[src/rtl/fls_pkg.sv]
package fls_pkg;
    localparam int CLK_KHZ     = 40000;
    localparam int T_LAT_US    = 500;
    localparam int T_OFF_US    = 500;
    localparam int T_FLT_US    = 1400;
    localparam int T_QSEC_MS   = 250;
    localparam int T_TEST_US   = 50;
    localparam int LAT_CYC     = T_LAT_US * CLK_KHZ / 1000;
    localparam int OFF_CYC     = T_OFF_US * CLK_KHZ / 1000;
    localparam int FLT_CYC     = T_FLT_US * CLK_KHZ / 1000;
    localparam int QSEC_CYC    = T_QSEC_MS * CLK_KHZ;
    localparam int TEST_CYC    = T_TEST_US * CLK_KHZ / 1000;

    localparam int N_PINS      = 7;
    localparam int PIN_EN      = 0;
    localparam int PIN_TRIG    = 1;
    localparam int PIN_INH     = 2;
    localparam int PIN_SINKLO  = 3;
    localparam int PIN_OVP     = 4;
    localparam int PIN_HOT     = 5;
    localparam int PIN_SHORT   = 6;

    localparam logic [4:0] EDGE_MAX      = 5'h1f;
    localparam logic [4:0] EDGE_DATA_MAX = 5'h10;
    localparam logic [4:0] EDGE_ADDR_LO  = 5'h11;
    localparam logic [4:0] EDGE_ADDR_HI  = 5'h14;

    localparam logic [1:0] ADDR_MOVIE  = 2'h0;
    localparam logic [1:0] ADDR_TIMER  = 2'h1;
    localparam logic [1:0] ADDR_OE     = 2'h2;
    localparam logic [1:0] ADDR_RATIO  = 2'h3;

    // stored code is the burst length minus one
    localparam logic [3:0] DEF_MOVIE   = 4'h0;
    localparam logic [3:0] DEF_TIMER   = 4'h4;
    localparam logic [3:0] DEF_OE      = 4'h3;
    localparam logic [3:0] DEF_RATIO   = 4'h0;
    localparam logic [3:0] TIMER_OFF   = 4'h0;
    localparam logic [3:0] TIMER_MAXQ  = 4'h7;
    localparam logic [3:0] OE_ON_MIN   = 4'h2;
    localparam logic [3:0] RATIO_MAX   = 4'h3;

    typedef enum logic [1:0] {
        FS_IDLE  = 2'b00,
        FS_FLASH = 2'b01,
        FS_DONE  = 2'b10
    } fls_fstate_t;
endpackage : fls_pkg

[src/rtl/fls_ctrl.sv]
`timescale 1ns/100ps
module fls_ctrl #(
    parameter int LAT_CYC  = fls_pkg::LAT_CYC,
    parameter int OFF_CYC  = fls_pkg::OFF_CYC,
    parameter int FLT_CYC  = fls_pkg::FLT_CYC,
    parameter int QSEC_CYC = fls_pkg::QSEC_CYC
) (
    input  wire logic       clk,
    input  wire logic       resetn,
    input  wire logic       enable_program_in,
    input  wire logic       flash_trigger_in,
    input  wire logic       flash_inhibit_in,
    input  wire logic       sink_low_in,
    input  wire logic       ovp_reached_in,
    input  wire logic       over_temp_in,
    input  wire logic       short_led_in,
    output logic            device_on,
    output logic            flash_drive,
    output logic            flash_full,
    output logic            movie_drive,
    output logic [3:0]      led_level,
    output logic [1:0]      flash_ratio,
    output logic            test_current_on,
    output logic            output_connect,
    output logic            fault_latched
);
    logic [fls_pkg::N_PINS-1:0] pin_raw;
    logic [fls_pkg::N_PINS-1:0] pin_lvl;

    assign pin_raw = {short_led_in, over_temp_in, ovp_reached_in,
                      sink_low_in, flash_inhibit_in, flash_trigger_in,
                      enable_program_in};

    fls_sync #(.W(fls_pkg::N_PINS)) u_sync (
        .clk       (clk),
        .resetn    (resetn),
        .async_in  (pin_raw),
        .level_out (pin_lvl)
    );

    logic en_lvl, trig_lvl, inh_lvl, sinklo_lvl, ovp_lvl, hot_lvl, short_lvl;
    assign en_lvl     = pin_lvl[fls_pkg::PIN_EN];
    assign trig_lvl   = pin_lvl[fls_pkg::PIN_TRIG];
    assign inh_lvl    = pin_lvl[fls_pkg::PIN_INH];
    assign sinklo_lvl = pin_lvl[fls_pkg::PIN_SINKLO];
    assign ovp_lvl    = pin_lvl[fls_pkg::PIN_OVP];
    assign hot_lvl    = pin_lvl[fls_pkg::PIN_HOT];
    assign short_lvl  = pin_lvl[fls_pkg::PIN_SHORT];

    logic        en_prev_r;
    logic        trig_prev_r;
    logic        enabled_r;
    logic        enabled_prev_r;
    logic [16:0] off_cnt_r;
    logic [16:0] hi_cnt_r;
    logic [4:0]  edge_cnt_r;
    logic [1:0]  addr_r;
    logic [3:0]  reg_r [4];
    logic [3:0]  written_r;
    logic        en_rise;
    logic        trig_rise;
    logic        off_hit;
    logic        lat_hit;

    assign en_rise   = en_lvl && !en_prev_r;
    assign trig_rise = trig_lvl && !trig_prev_r;
    assign off_hit   = enabled_r && !en_lvl
                       && off_cnt_r == 17'(OFF_CYC - 1);
    assign lat_hit   = en_lvl && !en_rise && edge_cnt_r != 5'h00
                       && hi_cnt_r == 17'(LAT_CYC - 1);

    always_ff @(posedge clk)
    begin
        if (!resetn)
        begin
            en_prev_r      <= 1'b0;
            trig_prev_r    <= 1'b0;
            enabled_prev_r <= 1'b0;
        end
        else
        begin
            en_prev_r      <= en_lvl;
            trig_prev_r    <= trig_lvl;
            enabled_prev_r <= enabled_r;
        end
    end

    // device wakes on the first edge, sleeps after the off timeout
    always_ff @(posedge clk)
    begin
        if (!resetn)
            enabled_r <= 1'b0;
        else if (off_hit)
            enabled_r <= 1'b0;
        else if (en_rise)
            enabled_r <= 1'b1;
    end

    always_ff @(posedge clk)
    begin
        if (!resetn || en_lvl || !enabled_r)
            off_cnt_r <= 17'h00000;
        else
            off_cnt_r <= off_cnt_r + 17'h00001;
    end

    always_ff @(posedge clk)
    begin
        if (!resetn || en_rise || !en_lvl || lat_hit)
            hi_cnt_r <= 17'h00000;
        else if (edge_cnt_r != 5'h00)
            hi_cnt_r <= hi_cnt_r + 17'h00001;
    end

    always_ff @(posedge clk)
    begin
        if (!resetn || off_hit)
        begin
            edge_cnt_r <= 5'h00;
            addr_r     <= fls_pkg::ADDR_MOVIE;
            written_r  <= 4'h0;
            for (int k = 0; k < 4; k++)
                reg_r[k] <= 4'h0;
        end
        else if (en_rise)
        begin
            if (edge_cnt_r != fls_pkg::EDGE_MAX)
                edge_cnt_r <= edge_cnt_r + 5'h01;
            if (!enabled_r)
                addr_r <= fls_pkg::ADDR_MOVIE;
        end
        else if (lat_hit)
        begin
            edge_cnt_r <= 5'h00;
            if (edge_cnt_r <= fls_pkg::EDGE_DATA_MAX)
            begin
                // address kept, so repeated data bursts need no resend
                reg_r[addr_r]     <= 4'(edge_cnt_r - 5'h01);
                written_r[addr_r] <= 1'b1;
            end
            else if (edge_cnt_r <= fls_pkg::EDGE_ADDR_HI)
                addr_r <= 2'(edge_cnt_r - fls_pkg::EDGE_ADDR_LO);
        end
    end

    logic [3:0] movie_code;
    logic [3:0] timer_code;
    logic [3:0] oe_code;
    logic [3:0] ratio_code;

    assign movie_code = written_r[fls_pkg::ADDR_MOVIE]
                        ? reg_r[fls_pkg::ADDR_MOVIE] : fls_pkg::DEF_MOVIE;
    assign timer_code = written_r[fls_pkg::ADDR_TIMER]
                        ? reg_r[fls_pkg::ADDR_TIMER] : fls_pkg::DEF_TIMER;
    assign oe_code    = written_r[fls_pkg::ADDR_OE]
                        ? reg_r[fls_pkg::ADDR_OE] : fls_pkg::DEF_OE;
    assign ratio_code = written_r[fls_pkg::ADDR_RATIO]
                        ? reg_r[fls_pkg::ADDR_RATIO] : fls_pkg::DEF_RATIO;

    logic        timer_on;
    logic [3:0]  timer_q;
    logic [26:0] safe_lim;
    logic        movie_oe;

    // codes above 7 have no meaning; clamp them to the longest time
    assign timer_on = timer_code != fls_pkg::TIMER_OFF;
    assign timer_q  = (timer_code > fls_pkg::TIMER_MAXQ)
                      ? fls_pkg::TIMER_MAXQ : timer_code;
    assign safe_lim = 27'(QSEC_CYC) * 27'(timer_q);
    assign movie_oe = oe_code >= fls_pkg::OE_ON_MIN;

    logic [11:0] test_cnt_r;
    logic        testing_r;
    logic        short_r;

    always_ff @(posedge clk)
    begin
        if (!resetn || !enabled_r)
        begin
            test_cnt_r <= 12'h000;
            testing_r  <= 1'b0;
            short_r    <= 1'b0;
        end
        else if (!enabled_prev_r)
        begin
            testing_r  <= 1'b1;
            test_cnt_r <= 12'h000;
        end
        else if (testing_r)
        begin
            if (test_cnt_r == 12'(fls_pkg::TEST_CYC - 1))
            begin
                testing_r <= 1'b0;
                short_r   <= short_lvl;
            end
            else
                test_cnt_r <= test_cnt_r + 12'h001;
        end
    end

    logic [16:0] open_cnt_r;
    logic [16:0] hot_cnt_r;
    logic        latched_r;

    // either fault latches once it persists; a glitch restarts its count
    always_ff @(posedge clk)
    begin
        if (!resetn || !enabled_r)
        begin
            open_cnt_r <= 17'h00000;
            hot_cnt_r  <= 17'h00000;
            latched_r  <= 1'b0;
        end
        else
        begin
            if (!(sinklo_lvl && ovp_lvl))
                open_cnt_r <= 17'h00000;
            else if (open_cnt_r != 17'(FLT_CYC))
                open_cnt_r <= open_cnt_r + 17'h00001;
            if (!hot_lvl)
                hot_cnt_r <= 17'h00000;
            else if (hot_cnt_r != 17'(FLT_CYC))
                hot_cnt_r <= hot_cnt_r + 17'h00001;
            if (open_cnt_r == 17'(FLT_CYC)
                || hot_cnt_r == 17'(FLT_CYC))
                latched_r <= 1'b1;
        end
    end

    logic                 run_ok;
    fls_pkg::fls_fstate_t fstate_r;
    logic [26:0]          safe_cnt_r;

    assign run_ok = enabled_r && !latched_r && !short_r && !testing_r;

    always_ff @(posedge clk)
    begin
        if (!resetn)
        begin
            fstate_r   <= fls_pkg::FS_IDLE;
            safe_cnt_r <= 27'h0000000;
        end
        else
        begin
            unique case (fstate_r)
                fls_pkg::FS_IDLE, fls_pkg::FS_DONE:
                begin
                    safe_cnt_r <= 27'h0000000;
                    if (run_ok && trig_rise)
                        fstate_r <= fls_pkg::FS_FLASH;
                    else if (!enabled_r)
                        fstate_r <= fls_pkg::FS_IDLE;
                end
                fls_pkg::FS_FLASH:
                begin
                    safe_cnt_r <= safe_cnt_r + 27'h0000001;
                    if (!trig_lvl || !run_ok
                        || (timer_on && safe_cnt_r == safe_lim - 27'h1))
                        fstate_r <= fls_pkg::FS_DONE;
                end
                default:
                    fstate_r <= fls_pkg::FS_IDLE;
            endcase
        end
    end

    logic in_flash;
    assign in_flash = fstate_r == fls_pkg::FS_FLASH;

    always_ff @(posedge clk)
    begin
        if (!resetn)
        begin
            flash_drive     <= 1'b0;
            flash_full      <= 1'b0;
            movie_drive     <= 1'b0;
            led_level       <= fls_pkg::DEF_MOVIE;
            flash_ratio     <= 2'h0;
            test_current_on <= 1'b0;
            output_connect  <= 1'b0;
            fault_latched   <= 1'b0;
            device_on       <= 1'b0;
        end
        else
        begin
            flash_drive     <= in_flash;
            flash_full      <= in_flash && !inh_lvl;
            movie_drive     <= run_ok && !in_flash && movie_oe
                               && fstate_r != fls_pkg::FS_DONE;
            // level tracks writes even mid-flash, except while inhibit forces DEF_MOVIE
            led_level       <= (in_flash && inh_lvl)
                               ? fls_pkg::DEF_MOVIE : movie_code;
            flash_ratio     <= (ratio_code > fls_pkg::RATIO_MAX)
                               ? 2'h3 : ratio_code[1:0];
            test_current_on <= testing_r;
            output_connect  <= enabled_r && !latched_r;
            fault_latched   <= latched_r;
            device_on       <= enabled_r;
        end
    end

    property p_flash_start;
        @(posedge clk) disable iff (!resetn)
        (run_ok && trig_rise && !in_flash) |=> in_flash ##1 flash_drive;
    endproperty
    a_flash_start: assert property (p_flash_start)
        else $error("flash did not start on trigger edge");

    property p_inhibit;
        @(posedge clk) disable iff (!resetn)
        (in_flash && inh_lvl) |=> (!flash_full
                                   && led_level == fls_pkg::DEF_MOVIE);
    endproperty
    a_inhibit: assert property (p_inhibit)
        else $error("inhibit did not reduce flash current");

    property p_priority;
        @(posedge clk) disable iff (!resetn)
        flash_drive |-> !movie_drive;
    endproperty
    a_priority: assert property (p_priority)
        else $error("movie drive active during flash");

    property p_no_return;
        @(posedge clk) disable iff (!resetn)
        (fstate_r == fls_pkg::FS_DONE && enabled_r) |=> !movie_drive;
    endproperty
    a_no_return: assert property (p_no_return)
        else $error("movie mode resumed after flash");

    property p_latch_off;
        @(posedge clk) disable iff (!resetn)
        $rose(latched_r) |=> (!output_connect && fault_latched)
                             ##1 (latched_r || !enabled_r);
    endproperty
    a_latch_off: assert property (p_latch_off)
        else $error("fault latch did not disconnect output");

    property p_flash_end;
        @(posedge clk) disable iff (!resetn)
        (in_flash && !trig_lvl) |=> !in_flash ##1 !flash_drive;
    endproperty
    a_flash_end: assert property (p_flash_end)
        else $error("flash outlived trigger");

    property p_addr;
        @(posedge clk) disable iff (!resetn)
        (lat_hit && edge_cnt_r >= fls_pkg::EDGE_ADDR_LO
         && edge_cnt_r <= fls_pkg::EDGE_ADDR_HI)
        |=> addr_r == 2'($past(edge_cnt_r) - fls_pkg::EDGE_ADDR_LO);
    endproperty
    a_addr: assert property (p_addr)
        else $error("address burst decoded wrongly");

    property p_data;
        @(posedge clk) disable iff (!resetn)
        (lat_hit && edge_cnt_r <= fls_pkg::EDGE_DATA_MAX)
        |=> reg_r[$past(addr_r)] == 4'($past(edge_cnt_r) - 5'h01);
    endproperty
    a_data: assert property (p_data)
        else $error("data burst not stored");

    property p_shutdown;
        @(posedge clk) disable iff (!resetn)
        off_hit |=> (written_r == 4'h0 && addr_r == fls_pkg::ADDR_MOVIE
                     && !enabled_r) ##1 !device_on;
    endproperty
    a_shutdown: assert property (p_shutdown)
        else $error("shutdown did not clear registers");
endmodule : fls_ctrl

[src/rtl/fls_sync.sv]
`timescale 1ns/100ps
module fls_sync #(
    parameter int W = 1
) (
    input  wire logic         clk,
    input  wire logic         resetn,
    input  wire logic [W-1:0] async_in,
    output logic      [W-1:0] level_out
);
    logic [W-1:0] s1_r;
    logic [W-1:0] s2_r;
    logic [W-1:0] s3_r;

    genvar i;
    generate
        for (i = 0; i < W; i++)
        begin : g_bit
            // level moves only once stages two and three agree
            always_ff @(posedge clk)
            begin
                if (!resetn)
                begin
                    s1_r[i]      <= 1'b0;
                    s2_r[i]      <= 1'b0;
                    s3_r[i]      <= 1'b0;
                    level_out[i] <= 1'b0;
                end
                else
                begin
                    s1_r[i] <= async_in[i];
                    s2_r[i] <= s1_r[i];
                    s3_r[i] <= s2_r[i];
                    if (s2_r[i] == s3_r[i])
                        level_out[i] <= s3_r[i];
                end
            end
        end
    endgenerate
endmodule : fls_sync
[config.mk]
export PLATFORM = sky130hd
export DESIGN_NAME = fls_ctrl
export DESIGN_NICKNAME = d
export VERILOG_FILES = /design/src/rtl/fls_pkg.sv /design/src/rtl/fls_ctrl.sv /design/src/rtl/fls_sync.sv
export SDC_FILE = /design/constraint.sdc
export NUM_CORES = 1
export LEC_CHECK = 0
export BUFFER_PORTS_ARGS = -buffer_cell sky130_fd_sc_hd__buf_2
export CAP_MARGIN = 20
export CORE_MARGIN = 5
export CORE_UTILIZATION = 54
export DETAILED_ROUTE_END_ITERATION = 8
export PLACE_DENSITY = 0.79
export SLEW_MARGIN = 10
export SYNTH_ARGS = -nofsm -noshare
export SYNTH_HDL_FRONTEND = slang
export SYNTH_SLANG_ARGS = --single-unit
[constraint.sdc]
create_clock -name clk -period 6.1 [get_ports clk]
set_input_delay 0.305 -clock clk [delete_from_list [all_inputs] [get_ports clk]]
set_output_delay 0.305 -clock clk [all_outputs]
set_load 0.02 [all_outputs]
# After elaboration in Yosys (flattened, before gate mapping)

Memories as Yosys holds them, arrays and structs flattened. A register that Yosys moved wholly into a read port is not among the register bits.
Index checks and enable logic that the tools add are counted.

Register bits: 163
Memory bits (writable): 16
Bits of input ports: 9
Output and inout port bits: 13
Word-level logic and storage cells: 196
Memories: 1

Add/sub/neg operators: 10
$mul: 1
$lt $le $gt $ge: 7
Equal/unequal tests: 24
Muxes and demuxes: 32
Bitwise logic cells: 8
Reductions and logical operators: 61

Memories:

| name  | depth | bits a word | rd ports | clocked after memory_dff | wr ports | RTL line       | RTL |
|---|---|---|---|---|---|---|---|
| reg_r | 4     | 4           | 4        | 1                        | 4        | fls_ctrl.sv:58 | `logic [3:0] reg_r [4];` |

Operator list:

| cell                                                    | number |
|---|---|
| adder 17 x 1 -> 17 bit, second input constant           | 4 |
| case mux 27 bit (2 select lines)                        | 1 |
| == test 17 x 15 -> 1 bit, second input constant         | 2 |
| == test 17 x 16 -> 1 bit, second input constant         | 2 |
| inequality test 17 x 16 -> 1 bit, second input constant | 2 |
| adder 27 x 1 -> 27 bit, second input constant           | 1 |
| == test 27 bit                                          | 1 |
| subtractor 27 x 1 -> 27 bit, second input constant      | 1 |
| multiplier 17 x 4 -> 20 bit, first input constant       | 1 |
| two-way mux 4 bit                                       | 5 |
| logical AND 1 bit                                       | 19 |
| two-way mux 2 bit                                       | 9 |
| two-way mux 5 bit                                       | 3 |
| logical NOT 1 bit                                       | 13 |
| adder 12 x 1 -> 12 bit, second input constant           | 1 |
| == test 12 x 11 -> 1 bit, second input constant         | 1 |
| two-way mux 1 bit                                       | 12 |
| <= comparator 5 bit, second input constant              | 2 |
| logical OR 1 bit                                        | 10 |
| OR reduction 2 bit                                      | 5 |
| == test 1 bit                                           | 7 |
| inverter 1 bit                                          | 7 |
| inequality test 2 bit, second input constant            | 3 |
| AND reduction 2 bit                                     | 3 |
| other kinds (24)                                        | 28 |

# Logic depth before layout (Yosys ltp)

Depth in word-level cells: 12
Gate-level depth with buffers: 17
Depth with buffers taken out: 16

# Modules after synthesis

From an unflattened synthesis, not the netlist that was laid out.

Cell total of the unflattened synthesis: 1,011
Area total of the unflattened synthesis: 8,951.1 sq um

Modules (own cells, without submodules):

| module   | times used | cells each | area an instance (sq um) | sequential area each (sq um) |
|---|---|---|---|---|
| fls_ctrl | 1          | 939        | 8,115.3                  | 3,233.1 |
| fls_sync | 1          | 72         | 835.8                    | 560.5 |

# Worst setup path before layout

No wires, ideal clock.

Path type: register to register
Start point: memory reg_r[1][3]
End point: register fstate_r[0]
Setup time: 0.116 ns
Data arrival time: 4.874 ns
Required time: 5.984 ns
Setup slack: 1.111 ns
Stages on the path, launching flop included: 18
Buffers on the path: 1
Period minus slack after synthesis: 4.989 ns
Path through: edfxtp_1 > buf_2 > o21ai_0 > inv_1 > ha_1 > ha_1 > inv_1 > fa_1 > nand3b_1 > a211oi_1 > nor3_1 > or4_1 > nor4b_4 > nand4_1 > xnor2_1 > nor4b_1 > a21oi_1 > a31o_1

RTL lines:

| element                | RTL line        | RTL |
|---|---|---|
| start: declaration     | fls_ctrl.sv:58  |  |
| end signal: assignment | fls_ctrl.sv:240 | `fstate_r <= fls_pkg::FS_IDLE;` |
| end signal: assignment | fls_ctrl.sv:250 | `fstate_r <= fls_pkg::FS_FLASH;` |
| end signal: assignment | fls_ctrl.sv:252 | `fstate_r <= fls_pkg::FS_IDLE;` |
| end: declaration       | fls_ctrl.sv:231 | `fls_pkg::fls_fstate_t fstate_r;` |

# Worst setup path after layout

Start point: register written_r[1]
End point: register fstate_r[0]

Cells in the longest elaborated chain, start to end: 10
Elaborated cells between the ends (all ways): 11
Those cells by class: add/sub (1); mul (1); order compare (1); eq/ne (2); mux (2); reduce/logical (4)

Ends and longest elaborated chain:

| element                                    | RTL line        | RTL |
|---|---|---|
| start: declaration                         | fls_ctrl.sv:59  | `logic [3:0] written_r;` |
| start signal: assignment                   | fls_ctrl.sv:121 | `written_r <= 4'h0;` |
| start signal: indexed assignment           | fls_ctrl.sv:139 | `written_r[addr_r] <= 1'b1;` |
| two-way mux 4 bit *                        | fls_ctrl.sv:154 | `? reg_r[fls_pkg::ADDR_TIMER] : fls_pkg::DEF_TIMER;` |
| > comparator 4 x 3 -> 1 bit                | fls_ctrl.sv:167 | `assign timer_q = (timer_code > fls_pkg::TIMER_MAXQ)` |
| two-way mux 4 bit                          | fls_ctrl.sv:168 | `? fls_pkg::TIMER_MAXQ : timer_code;` |
| multiplier 17 x 4 -> 20 bit                | fls_ctrl.sv:169 | `assign safe_lim = 27'(QSEC_CYC) * 27'(timer_q);` |
| subtractor 27 x 1 -> 27 bit                | fls_ctrl.sv:258 | `\|\| (timer_on && safe_cnt_r == safe_lim - 27'h1))` |
| == test 27 bit                             | fls_ctrl.sv:258 |  |
| logical AND 1 bit *                        | fls_ctrl.sv:258 |  |
| logical OR 1 bit *                         | fls_ctrl.sv:258 |  |
| inequality test 2 x 1 -> 1 bit (no line) * | --              |  |
| AND reduction 2 bit (no line) *            | --              |  |
| end signal: assignment                     | fls_ctrl.sv:252 |  |
| end signal: assignment                     | fls_ctrl.sv:259 | `fstate_r <= fls_pkg::FS_DONE;` |
| end signal: assignment                     | fls_ctrl.sv:262 | `fstate_r <= fls_pkg::FS_IDLE;` |

Every way passes the cells marked *; elsewhere a longest branch is shown, timed or not.
A chain may end at the register's enable or synchronous reset.

==> Implementation_results.wiki <==
{| class="wikitable"
! Metric !! Value
|-
| Hold bufs inserted after CTS || 0
|-
| Count of TritonRoute iterations in the first routing pass || 5
|-
| Remaining global-route overflow || 0
|-
| Synthesized area || 0.00882 sq mm
|-
| Post-cts gate resize count || 0
|-
| Portion of the clock cycle consumed by the worst path in the final layout || 90.2%
|-
| Initial standard-cell utilization of the core || 55.3%
|-
| Full die area || 0.0190 sq mm
|-
| Number of core rows || 46
|-
| Met3 track demand over resource in global routing || 3.98%
|-
| Synthesized area divided by synthesized cell count || 8.72 sq um
|-
| DIE WIDTH || 138 um
|-
| Endpoint kind of the worst setup timing path || register
|-
| Commonest cells after routing, fill and taps aside || sky130_fd_sc_hd__dfxtp_1 (167), sky130_fd_sc_hd__nor2_1 (164), sky130_fd_sc_hd__nand2_1 (95)
|-
| Total clock buffers created by CTS || 17
|-
| Insertion delay to the later sink of the worst-skew pair || 0.43 ns
|-
| Layout Nets || 1,070
|-
| Start-to-end type of the worst setup path || register to register
|-
| Final GP Congestion || 0.886
|-
| DP Cell Count || 1,225
|-
| Input/output buffers || 21
|-
| Synth Warn # || 0
|-
| Final instance count without filler cells || 1,256
|-
| Total wirelength of the detailed-routed design || 16,500 um
|-
| Final setup fails || 0
|-
| Fmax || 0.182 GHz
|-
| Number of setup buffers added after CTS || 0
|-
| MaxCap Viol Count || 0
|-
| Final period demand of the worst path || 5.50 ns
|-
| Worst hold slack across all endpoints || 0.0826 ns
|-
| Actual slew at the worst max-slew pin || 1.06 ns
|-
| Gate count of the mapped netlist || 1,012
|-
| Worst-path clk slew || 0.06 ns
|-
| Static Leak || 3.52 nW
|-
| Cell chosen for the clock root || sky130_fd_sc_hd__clkbuf_16
|-
| Detailed placer's ending HPWL || 11,700 um
|-
| Maximum number of pins on one net before global-route repair || 42
|-
| EDFF count, synth || 15
|-
| Flip-flop and latch count after synthesis || 182
|-
| Post-DRT Antenna Nets || 0
|-
| Top fanout value on the critical path || 16
|-
| Fraction of layout cells with a size suffix above 1 || 6.25%
|-
| Number of clock sinks seen by CTS || 182
|-
| Growth of design area from synthesis to finish || 9.70%
|-
| Vias per cell || 5.44
|-
| Met1 Use GR || 23.9%
|-
| Number of violations reported at the end of detailed-routing iteration 0 || 531
|-
| Worst IR drop on VDD || 0.180 mV
|-
| Power per cell area || 241 mW/mm^2
|-
| Height of the die || 138 um
|-
| Core area || 0.0159 sq mm
|-
| Via count of the first global-routing pass || 6,487
|-
| Post-synth cell types || 69
|-
| Setup repair after global routing missed its margin || no
|-
| Main synth FF type || sky130_fd_sc_hd__dfxtp_1
|-
| Outcome || complete, no violations
|-
| Most heavily used metal layer in global routing || met2
|-
| Launching element type of the critical path || register
|-
| Relative slew margins || 29.3%
|-
| Post-route clock skew || 0.0122 ns
|-
| Crit path DAT || 5.81 ns
|-
| Final number of max-transition violations || 0
|-
| Wire length of the first global-routing pass || 29,000 um
|-
| Fraction of registers with async set/reset || 0%
|-
| Per-cell routed wire length || 13.2 um
|-
| Final Hold Vio Count || 0
|-
| Total DRC errors in the routed layout || 0
|-
| Proportion of synthesized chip area in sequential cells || 43.0%
|-
| Global-route total usage across every layer || 18.7%
|-
| Class of the tightest hold or removal check || primary input to register
|-
| Total number of vias || 6,836
|-
| Max clock buf depth || 2
|-
| Met2 demand-to-capacity share in global routing || 31.3%
|-
| Antenna violations before repair || 0
|-
| H-tree levels || 4
|-
| Worst path required time || 6.41 ns
|-
| Number of antenna repair diodes || 0
|-
| Most common cell after layout, fill and taps aside || sky130_fd_sc_hd__dfxtp_1
|-
| Number of placed I/O pins || 22
|-
| Setup TNS || 0 ns
|-
| Clock tree from TritonCTS || done
|}
[Yosys cell counts, types with 8 or more instances]
cell type | instances | area share [%]
sky130_fd_sc_hd__nand3_1 | 41 | 2.3
sky130_fd_sc_hd__xor2_1 | 76 | 7.5
sky130_fd_sc_hd__and2_1 | 33 | 2.3
sky130_fd_sc_hd__a21oi_1 | 29 | 1.6
sky130_fd_sc_hd__xnor2_1 | 54 | 5.4
sky130_fd_sc_hd__nor3_1 | 26 | 1.5
sky130_fd_sc_hd__nand4_1 | 32 | 2.3
sky130_fd_sc_hd__mux2i_1 | 8 | 0.91
sky130_fd_sc_hd__dfxtp_1 | 167 | 38
sky130_fd_sc_hd__and3_1 | 19 | 1.3
sky130_fd_sc_hd__inv_1 | 31 | 1.3
sky130_fd_sc_hd__ha_1 | 31 | 4.4
sky130_fd_sc_hd__nand2_1 | 95 | 4.0
sky130_fd_sc_hd__nor2_1 | 164 | 7.0
sky130_fd_sc_hd__edfxtp_1 | 15 | 5.1
sky130_fd_sc_hd__nor2b_1 | 9 | 0.64
sky130_fd_sc_hd__clkbuf_1 | 25 | 1.1
sky130_fd_sc_hd__nor4_1 | 8 | 0.57
sky130_fd_sc_hd__or3_1 | 11 | 0.78
sky130_fd_sc_hd__o21ai_0 | 28 | 1.6
[cell families (layout without fill, tap and decap cells)]
group / after synthesis / in the layout / synth area share (%)
compound gates: 113 / 113 / 8.30
flops: 182 / 182 / 43.0
simple gates: 480 / 480 / 27.0
mux: 10 / 10 / 1.16
buf+inv: 62 / 86 / 2.67
other cells: 1 / 5 / 0.0425
xor+xnor: 130 / 130 / 12.9
fa+ha+maj: 34 / 34 / 4.96
[through the flow]
step | setup slack [ns] | util (%) | power, mW | cell area [sq um]
3_5_place_dp | 0.647 | 57.1 | 1.29 | 9110
3_3_place_gp | 0.767 | 57.1 | 1.29 | 9110
6_report | 0.597 | 60.7 | 2.33 | 9680
5_1_grt | 0.182 | 60.7 | 2.42 | 9680
2_1_floorplan | 1.11 | - | 1.28 | 8840
4_1_cts | 0.600 | 60.7 | 2.36 | 9680
[final timing paths]
| path | endpoint | startpoint | slack, ns | cells past startpoint |
|---|---|---|---|---|
| worst max-delay path | fstate_r[0] | written_r[1] | 0.60 | 16 |
| worst min-delay path | u_sync.s1_r[4] | ovp_reached_in | 0.08 | 2 |
| worst max register to register | fstate_r[0] | written_r[1] | 0.60 | 16 |
| worst min register to register | u_sync.s2_r[5] | u_sync.s1_r[5] | 0.44 | 1 |
[power by group]
group | total, mW | leakage [nW] | internal, mW | switching, mW
Sequential | 1.22 | 1.49 | 1.21 | 0.00644
Combinational | 0.0461 | 1.75 | 0.0184 | 0.0277
Clock | 1.06 | 0.279 | 0.615 | 0.448
Total | 2.33 | 3.52 | 1.85 | 0.482
[per-layer routing]
| layer | wire length [um] | vias up |
|---|---|---|
| met5 | 0 | - |
| met4 | 318 | 0 |
| met3 | 553 | 19 |
| met2 | 7990 | 120 |
| met1 | 7660 | 3200 |
| li1 | - | 3497 |
[flip-flops by register name (all words and copies together), names as in the netlist, 4 cells and up]
register / count
off_cnt_r: 17
written_r: 4
safe_cnt_r: 27
hot_cnt_r: 17
test_cnt_r: 12
open_cnt_r: 17
u_sync.level_out: 7
u_sync.s3_r: 7
led_level: 4
u_sync.s1_r: 7
edge_cnt_r: 5
u_sync.s2_r: 7
hi_cnt_r: 17
reg_r: 15
[critical path, cell delays in order (launching register included)]
cell and delay (ns):
sky130_fd_sc_hd__dfxtp_1 0.60, sky130_fd_sc_hd__nor3b_4 0.47, sky130_fd_sc_hd__inv_2 0.22, sky130_fd_sc_hd__ha_1 0.36, sky130_fd_sc_hd__ha_1 0.17, sky130_fd_sc_hd__inv_1 0.06, sky130_fd_sc_hd__fa_1 0.47, sky130_fd_sc_hd__nand3b_1 0.21
sky130_fd_sc_hd__a211oi_1 0.56, sky130_fd_sc_hd__nor3_1 0.18, sky130_fd_sc_hd__or4_1 0.59, sky130_fd_sc_hd__nor4b_4 0.39, sky130_fd_sc_hd__nand4_1 0.18, sky130_fd_sc_hd__xnor2_1 0.17, sky130_fd_sc_hd__nor4b_1 0.46, sky130_fd_sc_hd__a21oi_1 0.13
sky130_fd_sc_hd__a31o_1 0.20
[area by class of cell]
type	count	area, sq um
Timing Repair Buffer	22	113
Inverter	33	124
Sequential cell	182	3790
Clock buffer	21	450
Clock inverter	10	119
Fill cell	1363	6270
Multi-Input combinational cell	772	4810
Tap cell	216	270
(Power assumes the default switching activity.)
